$ cat src/inc/sleep_clock_gating_manager_regs.vh
// constants for the sleep clock gating manager: control-bus addresses,
// unit bit positions, unit classes and reset values.
// assumes a 10-bit control-bus address and 32-bit data words.
`ifndef SLEEP_CLOCK_GATING_MANAGER_REGS_VH
`define SLEEP_CLOCK_GATING_MANAGER_REGS_VH

// ==========================================================================
// control-bus addresses
`define CTRL_ADDR_W            10
`define ADDR_SLEEP_STATUS      10'h0b8
`define ADDR_SLEEP_ENABLE      10'h0b9
`define ADDR_SLEEP_FORCE       10'h0ba

// ==========================================================================
// unit bit positions, shared by enable, force and status
`define UNIT_COUNT             14
`define BIT_TWO_WIRE_BUS       0
`define BIT_RESERVED_ONE       1
`define BIT_PROCESSOR_CORE     2
`define BIT_TRANSFER_ENGINE    3
`define BIT_BRIDGE             4
`define BIT_DECOMPRESSOR       5
`define BIT_EXTERNAL_BUS       6
`define BIT_MEMORY_CTRL        7
`define BIT_BUS_ARBITER        8
`define BIT_GENERAL_PIN        9
`define BIT_SERIAL_ZERO        10
`define BIT_SERIAL_ONE         11
`define BIT_INTERRUPT_CTRL     12
`define BIT_CORE_TIMER         13
`define FIRST_CLASS2_BIT       2
`define LAST_CLASS2_BIT        8
`define FIRST_CLASS1_BIT       9
`define LAST_CLASS1_BIT        13

// ==========================================================================
// unit classes
`define CLASS_NONE             2'h0
`define CLASS_ONE              2'h1
`define CLASS_TWO              2'h2
`define CLASS_THREE            2'h3

// ==========================================================================
// field layout and reset values
`define UNIT_FIELD_MASK        14'h3ffd
`define UNIT_FIELD_RESET       14'h0000
`define GAP_BITS_W             2
`define GAP_BITS_VALUE         2'h0
`define UPPER_W                16
`define CTRL_UPPER_VALUE       16'h0000
`define STATUS_UPPER_VALUE     16'hffff
`define DATA_ZERO              32'h00000000

`endif

$ cat src/rtl/sleep_clock_gating_manager.v
// clock and power manager: per-unit sleep enable and force registers,
// a status register, and a sleep handshake cell per unit.
// assumes a four-phase control-bus master on the same clock, and unit
// sleep requests that come from logic on the same clock.
//
// How it works
// - class 1 sleep follows its enable bit directly.
// - class 1 units get no handshake; enable sleeps them unconditionally.
// - class 2 sleeps while enable is set and the unit requests, or while forced.
// - class 2 wakes once enable clears or the request drops.
// - class 3 enable raises sleep-initiate to ask the unit's permission.
// - class 3 unit answers with a request; then sleep is asserted.
// - clearing class 3 enable drops sleep-initiate and sleep at once.
// - either the unit or the manager may end class 3 sleep.
// - a force bit asserts sleep regardless of any request.
// - on class 1 units force acts exactly like enable.
// - status reads each unit's sleep state, one meaning asleep.
// - each unit owns one same-position bit in all three registers.
// - bit 0 two-wire unit, bit 1 reserved, bits 2-8 class 2 units.
// - bits 9-13 are pins, two serial ports, interrupt unit, timer clock.
// - reset: enable and force upper bits zero, status upper bits one.
// - status at 0x0b8 read-only, enable 0x0b9 and force 0x0ba writable.
`timescale 1ns/1ps
`include "sleep_clock_gating_manager_regs.vh"

module sleep_clock_gating_manager (
    input  wire        clock,                         // system clock, 250 MHz
    input  wire        srst,                          // synchronous reset, high
    // control register bus
    input  wire [9:0]  ctrlAddr,                      // register address
    input  wire        ctrlRead,                      // read request, held to ack
    input  wire        ctrlWrite,                     // write request, held to ack
    input  wire [31:0] ctrlWrData,                    // write data
    output wire [31:0] ctrlRdData,                    // read data, valid with ack
    output wire        ctrlAck,                       // ack, held until request drops
    // class 3 unit
    input  wire        twoWireBusUnitSleepRequest,    // permission granted
    output wire        twoWireBusUnitSleepInitiate,   // permission asked
    output wire        twoWireBusUnitSleep_n,         // sleep, low
    // class 2 units
    input  wire        processorCoreSleepRequest,     // may sleep
    input  wire        transferEngineSleepRequest,    // may sleep
    input  wire        bridgeSleepRequest,            // may sleep
    input  wire        decompressorSleepRequest,      // may sleep
    input  wire        externalBusUnitSleepRequest,   // may sleep
    input  wire        memoryControllerSleepRequest,  // may sleep
    input  wire        busArbiterSleepRequest,        // may sleep
    output wire        processorCoreSleep_n,          // sleep, low
    output wire        transferEngineSleep_n,         // sleep, low
    output wire        bridgeSleep_n,                 // sleep, low
    output wire        decompressorSleep_n,           // sleep, low
    output wire        externalBusUnitSleep_n,        // sleep, low
    output wire        memoryControllerSleep_n,       // sleep, low
    output wire        busArbiterSleep_n,             // sleep, low
    // class 1 units
    output wire        generalPinUnitSleep_n,         // sleep, low
    output wire        serialPortZeroSleep_n,         // sleep, low
    output wire        serialPortOneSleep_n,          // sleep, low
    output wire        interruptControllerSleep_n,    // sleep, low
    output wire        coreTimerClockSleep_n          // sleep, low
);

    // ======================================================================
    // declarations
    reg  [`UNIT_COUNT-1:0] sleepEnable_r;
    reg  [`UNIT_COUNT-1:0] sleepEnable_nxt;
    reg  [`UNIT_COUNT-1:0] sleepForce_r;
    reg  [`UNIT_COUNT-1:0] sleepForce_nxt;
    reg                    ack_r;
    reg                    ack_nxt;
    reg  [31:0]            rdData_r;
    reg  [31:0]            rdData_nxt;

    wire [`UNIT_COUNT-1:0] unitRequest;
    wire [`UNIT_COUNT-1:0] unitSleep_n;
    wire [`UNIT_COUNT-1:0] unitInitiate;
    wire [`UNIT_COUNT-1:0] unitAsleep;
    wire [31:0]            statusWord;
    wire [31:0]            enableWord;
    wire [31:0]            forceWord;
    wire                   hitStatus;
    wire                   hitEnable;
    wire                   hitForce;
    wire                   hitAny;
    wire                   request;
    wire                   accept;

    // ======================================================================
    // unit request gathering, one bit per unit
    assign unitRequest[`BIT_TWO_WIRE_BUS]    = twoWireBusUnitSleepRequest;
    assign unitRequest[`BIT_RESERVED_ONE]    = 1'b0;
    assign unitRequest[`BIT_PROCESSOR_CORE]  = processorCoreSleepRequest;
    assign unitRequest[`BIT_TRANSFER_ENGINE] = transferEngineSleepRequest;
    assign unitRequest[`BIT_BRIDGE]          = bridgeSleepRequest;
    assign unitRequest[`BIT_DECOMPRESSOR]    = decompressorSleepRequest;
    assign unitRequest[`BIT_EXTERNAL_BUS]    = externalBusUnitSleepRequest;
    assign unitRequest[`BIT_MEMORY_CTRL]     = memoryControllerSleepRequest;
    assign unitRequest[`BIT_BUS_ARBITER]     = busArbiterSleepRequest;
    // class 1 units never ask
    assign unitRequest[`BIT_GENERAL_PIN]     = 1'b0;
    assign unitRequest[`BIT_SERIAL_ZERO]     = 1'b0;
    assign unitRequest[`BIT_SERIAL_ONE]      = 1'b0;
    assign unitRequest[`BIT_INTERRUPT_CTRL]  = 1'b0;
    assign unitRequest[`BIT_CORE_TIMER]      = 1'b0;

    // ======================================================================
    // one handshake cell per unit, class chosen by bit position
    genvar i;
    generate
        for (i = 0; i < `UNIT_COUNT; i = i + 1) begin : gUnit
            if (i == `BIT_TWO_WIRE_BUS) begin : gClass3
                unit_sleep_cell #(
                    .UNIT_CLASS (`CLASS_THREE)
                ) uCell (
                    .clock         (clock),
                    .srst          (srst),
                    .enable        (sleepEnable_r[i]),
                    .forceBit      (sleepForce_r[i]),
                    .sleepRequest  (unitRequest[i]),
                    .sleep_n       (unitSleep_n[i]),
                    .sleepInitiate (unitInitiate[i])
                );
            end else if (i >= `FIRST_CLASS2_BIT && i <= `LAST_CLASS2_BIT) begin : gClass2
                unit_sleep_cell #(
                    .UNIT_CLASS (`CLASS_TWO)
                ) uCell (
                    .clock         (clock),
                    .srst          (srst),
                    .enable        (sleepEnable_r[i]),
                    .forceBit      (sleepForce_r[i]),
                    .sleepRequest  (unitRequest[i]),
                    .sleep_n       (unitSleep_n[i]),
                    .sleepInitiate (unitInitiate[i])
                );
            end else if (i >= `FIRST_CLASS1_BIT && i <= `LAST_CLASS1_BIT) begin : gClass1
                unit_sleep_cell #(
                    .UNIT_CLASS (`CLASS_ONE)
                ) uCell (
                    .clock         (clock),
                    .srst          (srst),
                    .enable        (sleepEnable_r[i]),
                    .forceBit      (sleepForce_r[i]),
                    .sleepRequest  (unitRequest[i]),
                    .sleep_n       (unitSleep_n[i]),
                    .sleepInitiate (unitInitiate[i])
                );
            end else begin : gReserved
                // reserved position: no unit, reads as awake
                assign unitSleep_n[i]  = 1'b1;
                assign unitInitiate[i] = 1'b0;
            end
            assign unitAsleep[i] = ~unitSleep_n[i];
        end
    endgenerate

    // ======================================================================
    // unit outputs, each straight from its cell's flop
    assign twoWireBusUnitSleep_n       = unitSleep_n[`BIT_TWO_WIRE_BUS];
    assign twoWireBusUnitSleepInitiate = unitInitiate[`BIT_TWO_WIRE_BUS];
    assign processorCoreSleep_n        = unitSleep_n[`BIT_PROCESSOR_CORE];
    assign transferEngineSleep_n       = unitSleep_n[`BIT_TRANSFER_ENGINE];
    assign bridgeSleep_n               = unitSleep_n[`BIT_BRIDGE];
    assign decompressorSleep_n         = unitSleep_n[`BIT_DECOMPRESSOR];
    assign externalBusUnitSleep_n      = unitSleep_n[`BIT_EXTERNAL_BUS];
    assign memoryControllerSleep_n     = unitSleep_n[`BIT_MEMORY_CTRL];
    assign busArbiterSleep_n           = unitSleep_n[`BIT_BUS_ARBITER];
    assign generalPinUnitSleep_n       = unitSleep_n[`BIT_GENERAL_PIN];
    assign serialPortZeroSleep_n       = unitSleep_n[`BIT_SERIAL_ZERO];
    assign serialPortOneSleep_n        = unitSleep_n[`BIT_SERIAL_ONE];
    assign interruptControllerSleep_n  = unitSleep_n[`BIT_INTERRUPT_CTRL];
    assign coreTimerClockSleep_n       = unitSleep_n[`BIT_CORE_TIMER];

    // ======================================================================
    // register words as read back
    // status shows the registered sleep outputs, so it lags enable by one edge
    assign statusWord = {`STATUS_UPPER_VALUE, `GAP_BITS_VALUE,
                         unitAsleep & `UNIT_FIELD_MASK};
    assign enableWord = {`CTRL_UPPER_VALUE, `GAP_BITS_VALUE, sleepEnable_r};
    assign forceWord  = {`CTRL_UPPER_VALUE, `GAP_BITS_VALUE, sleepForce_r};

    // ======================================================================
    // address decode
    assign hitStatus = (ctrlAddr == `ADDR_SLEEP_STATUS);
    assign hitEnable = (ctrlAddr == `ADDR_SLEEP_ENABLE);
    assign hitForce  = (ctrlAddr == `ADDR_SLEEP_FORCE);
    assign hitAny    = hitStatus | hitEnable | hitForce;
    assign request   = ctrlRead | ctrlWrite;
    // one access per request: taken on the edge that raises ack
    assign accept    = request & hitAny & ~ack_r;

    // ======================================================================
    // register next values
    always @* begin
        sleepEnable_nxt = sleepEnable_r;
        sleepForce_nxt  = sleepForce_r;
        if (accept && ctrlWrite) begin
            // reserved bits are not stored, so they always read zero
            if (hitEnable) begin
                sleepEnable_nxt = ctrlWrData[`UNIT_COUNT-1:0] & `UNIT_FIELD_MASK;
            end
            if (hitForce) begin
                sleepForce_nxt = ctrlWrData[`UNIT_COUNT-1:0] & `UNIT_FIELD_MASK;
            end
            // status is read-only: a write is acked and dropped
        end
    end

    // ======================================================================
    // read data and four-phase ack
    always @* begin
        ack_nxt    = ack_r;
        rdData_nxt = rdData_r;
        if (!request) begin
            ack_nxt    = 1'b0;
            rdData_nxt = `DATA_ZERO;
        end else if (accept) begin
            ack_nxt    = 1'b1;
            rdData_nxt = `DATA_ZERO;
            if (ctrlRead) begin
                case (1'b1)
                    hitStatus: begin
                        rdData_nxt = statusWord;
                    end
                    hitEnable: begin
                        rdData_nxt = enableWord;
                    end
                    hitForce: begin
                        rdData_nxt = forceWord;
                    end
                    default: begin
                        rdData_nxt = `DATA_ZERO;
                    end
                endcase
            end
        end
    end

    // ======================================================================
    // register flops
    always @(posedge clock) begin
        if (srst) begin
            sleepEnable_r <= `UNIT_FIELD_RESET;
            sleepForce_r  <= `UNIT_FIELD_RESET;
            ack_r         <= 1'b0;
            rdData_r      <= `DATA_ZERO;
        end else begin
            sleepEnable_r <= sleepEnable_nxt;
            sleepForce_r  <= sleepForce_nxt;
            ack_r         <= ack_nxt;
            rdData_r      <= rdData_nxt;
        end
    end

    // unmapped addresses are never acked; the bus master times out
    assign ctrlAck    = ack_r;
    assign ctrlRdData = rdData_r;

endmodule // sleep_clock_gating_manager

$ cat src/rtl/unit_sleep_cell.v
// one unit's sleep handshake, class chosen by parameter.
// assumes enable, force and sleep request all come from the system clock.
`timescale 1ns/1ps
`include "sleep_clock_gating_manager_regs.vh"

module unit_sleep_cell #(
    parameter [1:0] UNIT_CLASS = `CLASS_ONE
) (
    input  wire clock,          // system clock
    input  wire srst,           // synchronous reset, high
    input  wire enable,         // enable bit for this unit
    input  wire forceBit,       // force bit for this unit
    input  wire sleepRequest,   // request from the unit (class 2 and 3)
    output wire sleep_n,        // active-low sleep to the unit
    output wire sleepInitiate   // permission request (class 3 only)
);

    reg  sleep_n_r;
    reg  sleepInit_r;
    reg  sleepNext;
    reg  initNext;

    // ======================================================================
    // next state per class
    always @* begin
        sleepNext = 1'b0;
        initNext  = 1'b0;
        case (UNIT_CLASS)
            `CLASS_ONE: begin
                sleepNext = enable | forceBit;
            end
            `CLASS_TWO: begin
                // request withdrawn or enable cleared ends sleep
                sleepNext = (enable & sleepRequest) | forceBit;
            end
            `CLASS_THREE: begin
                initNext  = enable;
                // sleep once asked and granted, or at once when forced; either side may end it
                sleepNext = (enable & sleepInit_r & sleepRequest)
                          | forceBit;
            end
            default: begin
                sleepNext = 1'b0;
                initNext  = 1'b0;
            end
        endcase
    end

    // ======================================================================
    // registered outputs, awake after reset
    always @(posedge clock) begin
        if (srst) begin
            sleep_n_r   <= 1'b1;
            sleepInit_r <= 1'b0;
        end else begin
            sleep_n_r   <= ~sleepNext;
            sleepInit_r <= initNext;
        end
    end

    assign sleep_n       = sleep_n_r;
    assign sleepInitiate = sleepInit_r;

endmodule // unit_sleep_cell

$ cat config.mk
export PLATFORM = sky130hd
export DESIGN_NAME = sleep_clock_gating_manager
export DESIGN_NICKNAME = d
export VERILOG_FILES = /design/src/rtl/sleep_clock_gating_manager.v /design/src/rtl/unit_sleep_cell.v
export VERILOG_INCLUDE_DIRS = /design/src /design/src/inc
export SDC_FILE = /design/constraint.sdc
export NUM_CORES = 1
export LEC_CHECK = 0
export ABC_AREA = 1
export BUFFER_PORTS_ARGS = -buffer_cell sky130_fd_sc_hd__clkbuf_2
export CAP_MARGIN = 20
export CORE_AREA = 2 2 76 78
export DETAILED_ROUTE_END_ITERATION = 7
export DIE_AREA = 0 0 78 80
export HOLD_SLACK_MARGIN = 0.1
export PLACE_DENSITY_LB_ADDON = 0.25
export SLEW_MARGIN = 20
export SYNTH_ARGS = -nofsm -noshare
export SYNTH_HDL_FRONTEND = slang
export SYNTH_SLANG_ARGS = --single-unit
$ cat constraint.sdc
create_clock -name clock -period 2.45 [get_ports clock]
set_input_delay 0.1225 -clock clock [delete_from_list [all_inputs] [get_ports clock]]
set_output_delay 0.1225 -clock clock [all_outputs]
set_load 0.03 [all_outputs]
# Word level (Yosys, flattened, before mapping)
# Cells that the tools add are included.
# word_totals
romBits	0
ramBits	0
regBits	73
latchBits	0
memories	0
out_inout_bits	47
word_cells	84
inputBits	54
# classes
magnitude_cmp	0
n_div	0
n_reduce_logical	4
n_mux	4
n_eq_ne	3
shift	0
mul	0
add_sub_neg	0
bitwise_logic	55
# op_table
cell	count
32-bit two-way mux	2
10-bit by 8-bit == test with 1-bit output (second input constant)	3
14-bit two-way mux	2
1-bit inverter	28
1-bit bitwise OR	16
1-bit bitwise AND	11
2-bit AND reduction	2
2-bit OR reduction	1
1-bit logical AND	1

# Logic depth before layout (Yosys ltp)
# depth
depth_word	7
ltp_mapped	10
depth_no_buf	9

# Hierarchy
# From an unflattened synthesis, not the netlist that was laid out.
# hier_totals
hier_cells	451
area_unflattened_um2	2959.1
# by_module_without_submodules
mod	cells_each	area_each_um2	seq_area_each_um2	instances
sleep_clock_gating_manager	361	2322.2	820.8	1
unit_sleep_cell at gUnit[2].gClass2.uCell ...	8	50.0	20.0	7
unit_sleep_cell at gUnit[10].gClass1.uCell ...	5	43.8	20.0	5
unit_sleep_cell at gUnit[0].gClass3.uCell	9	67.6	40.0	1

# Worst setup path after synthesis
# Ideal clock, no wire load.
# synth_path
kind	register to register
start	register ack_r (netlist: ctrlAck)
end	register sleepEnable_r[10]
arrival_time_ps	1345
required_ps	2337
path_stages_with_launch	10
setup_ps	113
slack_ps	993
path_buffers	1
synth_period_minus_slack_ps	1457
cell_sequence	dfxtp_1 -> inv_1 -> nand2_1 -> nor2_1 -> inv_1 -> nor2_4 -> nand3_2 -> buf_2 -> nor2_1 -> nor2_1
# synth_between
elab_chain_len	4
# synth_rtl
element	line	rtl
start, declared	sleep_clock_gating_manager.v:69	reg ack_r;
start signal, assigned	sleep_clock_gating_manager.v:249	ack_r <= ack_nxt;
1-bit inverter	sleep_clock_gating_manager.v:189	assign accept = request & hitAny & ~ack_r;
1-bit bitwise AND	sleep_clock_gating_manager.v:189	
1-bit logical AND	sleep_clock_gating_manager.v:196	if (accept && ctrlWrite) begin
2-bit AND reduction (no line)	--	
end signal, assigned	sleep_clock_gating_manager.v:242	sleepEnable_r <= `UNIT_FIELD_RESET;
end signal, assigned	sleep_clock_gating_manager.v:247	sleepEnable_r <= sleepEnable_nxt;
end, declared	sleep_clock_gating_manager.v:65	reg [`UNIT_COUNT-1:0] sleepEnable_r;
# Every way passes these cells.
# A chain may end at the register's enable or synchronous reset.

# Worst setup path in the final report
# layout_path
start	input port ctrlRead
end	register sleepForce_r[2]
# layout_between
elab_chain_len	5
# layout_rtl
element	line	rtl
start, declared	sleep_clock_gating_manager.v:31	input wire ctrlRead,
1-bit bitwise OR	sleep_clock_gating_manager.v:187	assign request = ctrlRead | ctrlWrite;
1-bit bitwise AND (2 in a row)	sleep_clock_gating_manager.v:189	
1-bit logical AND	sleep_clock_gating_manager.v:196	
2-bit AND reduction (no line)	--	
end signal, assigned	sleep_clock_gating_manager.v:243	sleepForce_r <= `UNIT_FIELD_RESET;
end signal, assigned	sleep_clock_gating_manager.v:248	sleepForce_r <= sleepForce_nxt;
end, declared	sleep_clock_gating_manager.v:67	reg [`UNIT_COUNT-1:0] sleepForce_r;
# Every way passes these cells.

==> metrics.cfg <==
[route]
dr.pass1.iters = 4
drcViolationCount = 0
drt_iter0_drc = 166
finalWirelength_um = 6403
antenna_left = 0
viasPerCell = 4.827
routedWlPerCell_um = 11.56
vias = 2674

[timing]
relSlewSlack_pct = 54.08
clock_skew_ns = 0.008468
fin_setup_tns_ns = 0
drv_slew = 0
post-route-min-period_ns = 1.965
tightest_slew_ns = 0.6863
max_freq_mhz = 508.8
post-route-period-util_pct = 80.22
finalHoldViolCount = 0
rsz0062_at_grt = no
setup_viol = 0

[power]
netSwitchingPower_mw = 0.3472
p_clk_share_pct = 36.2
seqPwrFrac_pct = 56.1
p_comb_share_pct = 7.7
vdd_drop_max_v = 0.0002543
p_per_area_mw_per_mm2 = 486.1
switching_share_pct = 21.78
internal_power_mw = 1.247
p_leak_nw = 1.849
power_mw = 1.594

[clock_tree]
clock-root-buffer = clkbuf_8
numCtsBuffers = 5
cts.clk_slew.worst_paths_ns = 0.09
max-clock-path-buffers = 2
cts_max_level = 2
clock_latency_ns = 0.30
cts_sinks = 55
cts_tree = built
postCtsSetupBuffers = 0

[global_route]
grt_max_degree = 28
antenna_found_initial = 0
grt_use_total_pct = 21.95
overflow = 0
grt_pass1_wl_um = 10860
grt_pass1_vias = 2386

[cells_and_area]
post_layout_nonfiller_instances = 554
fillerInstances = 523
antenna_cells = 0
final_nets = 536
area_growth_pct = 21.74
postLayoutCoreUtil_pct = 60.67
final_layout_size_suffix_gt1_share_pct = 19.71
stdcell_area_mm2 = 0.003279

[place]
gp_congestion = 0.8332
post-dp-hpwl_um = 4269
port_buffers = 78
dpl.cell_count = 527
placed_area_mm2 = 0.002977

[setup_path]
crit_top_cell = nor2_1
end_kind = register
r2r_slack_ns = 0.59
slowest_delay_ns = 0.53
cp.required_ns = 2.65
cp_max_fo = 26
timing.rr.start = ctrlAck$_SDFFE_PP0P_
crit_end = sleepForce_r[2]$_SDFFE_PP0P_
rr_worst_depth = 8
critical_path_class = in -> reg
cp_slowest_cell = dlygate4sd3_1
r2r_end = sleepForce_r[2]$_SDFFE_PP0P_
crit_chain = dlygate4sd3_1 -> clkbuf_2 -> nor2_1 -> nor2_1 -> inv_1 -> nor2_4 -> nand3_2 -> nor2_1 -> nor2_1
startpoint = ctrlRead
arrival_ns = 2.17
cp-start-kind = input pin

[flow_run]
drv_cap = 0

[floorplan]
ioPinCount = 101
fp.dieW_um = 78
fp.coreArea_mm2 = 0.005405
rows = 27
die_h_um = 80
die_area_mm2 = 0.006240
start_util_pct = 49.84

[yosys]
synth_cell_type_count = 19
synth_edf_count = 0
synthFlopType = dfxtp_1
synth_area_leaders = dfxtp_1, nand2_1, nor2_1, inv_1, nand4_1
syn_avg_cell_area_um2 = 6.603
synth_seq_area_share_pct = 40.87
yosysMostFrequentCell = nand2_1
syn_area_mm2 = 0.002694
synth_area_leader_cell = dfxtp_1
synthCells = 408
synth_top_area_share_pct = 40.87
async_flop_share_pct = 0
synth_commonest_cells = nand2_1, nor2_1, dfxtp_1
ys_warn_count = 0
ys_seq_elements = 55

[outcome]
outcome = completed

[hold_path]
hold_depth = 4
hold_class = in -> reg

==> worst max-delay path, delay by kind of cell <==
kind | cells | cell delay, ns
AND/OR/NAND/NOR | 6 | 1.29
buffers and inverters | 3 | 0.75
==> worst min path at each step <==
stage                               start                                              end  slack (ns)
2_1_floorplan                        srst  gUnit[0].gClass3.uCell.sleepInitiate$_SDFF_PP0_        0.21
3_3_place_gp   twoWireBusUnitSleepRequest        gUnit[0].gClass3.uCell.sleep_n$_SDFF_PP1_        0.35
3_5_place_dp   twoWireBusUnitSleepRequest        gUnit[0].gClass3.uCell.sleep_n$_SDFF_PP1_        0.36
4_1_cts          decompressorSleepRequest        gUnit[5].gClass2.uCell.sleep_n$_SDFF_PP1_        0.10
5_1_grt          decompressorSleepRequest        gUnit[5].gClass2.uCell.sleep_n$_SDFF_PP1_        0.11
6_report         decompressorSleepRequest        gUnit[5].gClass2.uCell.sleep_n$_SDFF_PP1_        0.11
==> through the flow <==
stage	setup slack, ns	hold slack (ns)
floorplan	0.9926	0.2060
global placement	0.6101	0.3502
detailed placement	0.6313	0.3557
CTS	0.5008	0.1018
global route	0.1696	0.1076
finish	0.4845	0.1113
==> routing by layer <==
layer / vias to the layer above / global-route usage [%] / wire length [µm]
li1: 1394 / - / -
met1: 1169 / 29.83 / 2910
met2: 99 / 33.97 / 2914
met3: 12 / 4.299 / 427
met4: 0 / 9.474 / 150
met5: - / 0 / 0
==> power groups by stage <==
| stage | combinational (mW) | clock (mW) | sequential [mW] |
|---|---|---|---|
| floorplan | 0.0547 | 0 | 0.916 |
| global placement | 0.0946 | 0 | 0.915 |
| detailed placement | 0.0969 | 0 | 0.915 |
| CTS | 0.122 | 0.591 | 0.894 |
| global route | 0.135 | 0.621 | 0.894 |
| finish | 0.123 | 0.576 | 0.894 |
==> sequential cells by signal (all words and copies together) (netlist names) <==
register	cells
ctrlRdData	14
sleepEnable_r	13
sleepForce_r	13
gUnit.gClass2.uCell.sleep_n	7
gUnit.gClass1.uCell.sleep_n	5
ctrlAck	1
gUnit.gClass3.uCell.sleepInitiate	1
gUnit.gClass3.uCell.sleep_n	1
==> cell type report <==
class / instances / area (µm²) / share of cell area, %
inverter: 51 / 191.4 / 5.837
tap: 72 / 90.09 / 2.747
timing repair buffer: 103 / 628.1 / 19.15
clock inverter: 1 / 30.03 / 0.9157
clock buffer: 6 / 72.57 / 2.213
sequential: 55 / 1101 / 33.58
multi-input combinational: 266 / 1166 / 35.56
==> cell families (layout without fill, tap and decap cells) <==
group	count (synthesis)	after routing	synth area share (%)
other	1	3	0.1392
buffers and inverters	89	161	16.12
and+or+nand+nor	229	229	36.41
AOI/OAI and AO/OA	34	34	6.456
DFF	55	55	40.87
==> placed cells by master (no fill, tap or decap) <==
cell type	Yosys	layout
nor2_2	2	2
o21ai_0	18	18
nand3_2	2	2
inv_1	51	51
dlygate4sd3_1	0	20
a21oi_1	15	15
nand3_4	1	1
clkbuf_8	0	5
nand3_1	14	14
bufinv_16	0	1
buf_4	18	5
nor2_1	88	88
conb_1	1	3
nand2_1	95	95
clkbuf_1	3	1
nor2_4	1	1
nand4_1	26	26
a32oi_1	1	1
dfxtp_1	55	55
clkbuf_2	0	78
==> what timing repair did <==
action                    in CTS  in global routing
resized for setup              0                  0
hold buffers                  20                  0
hold endpoints to repair      33                  0
Power figures use the tool's default switching activity.
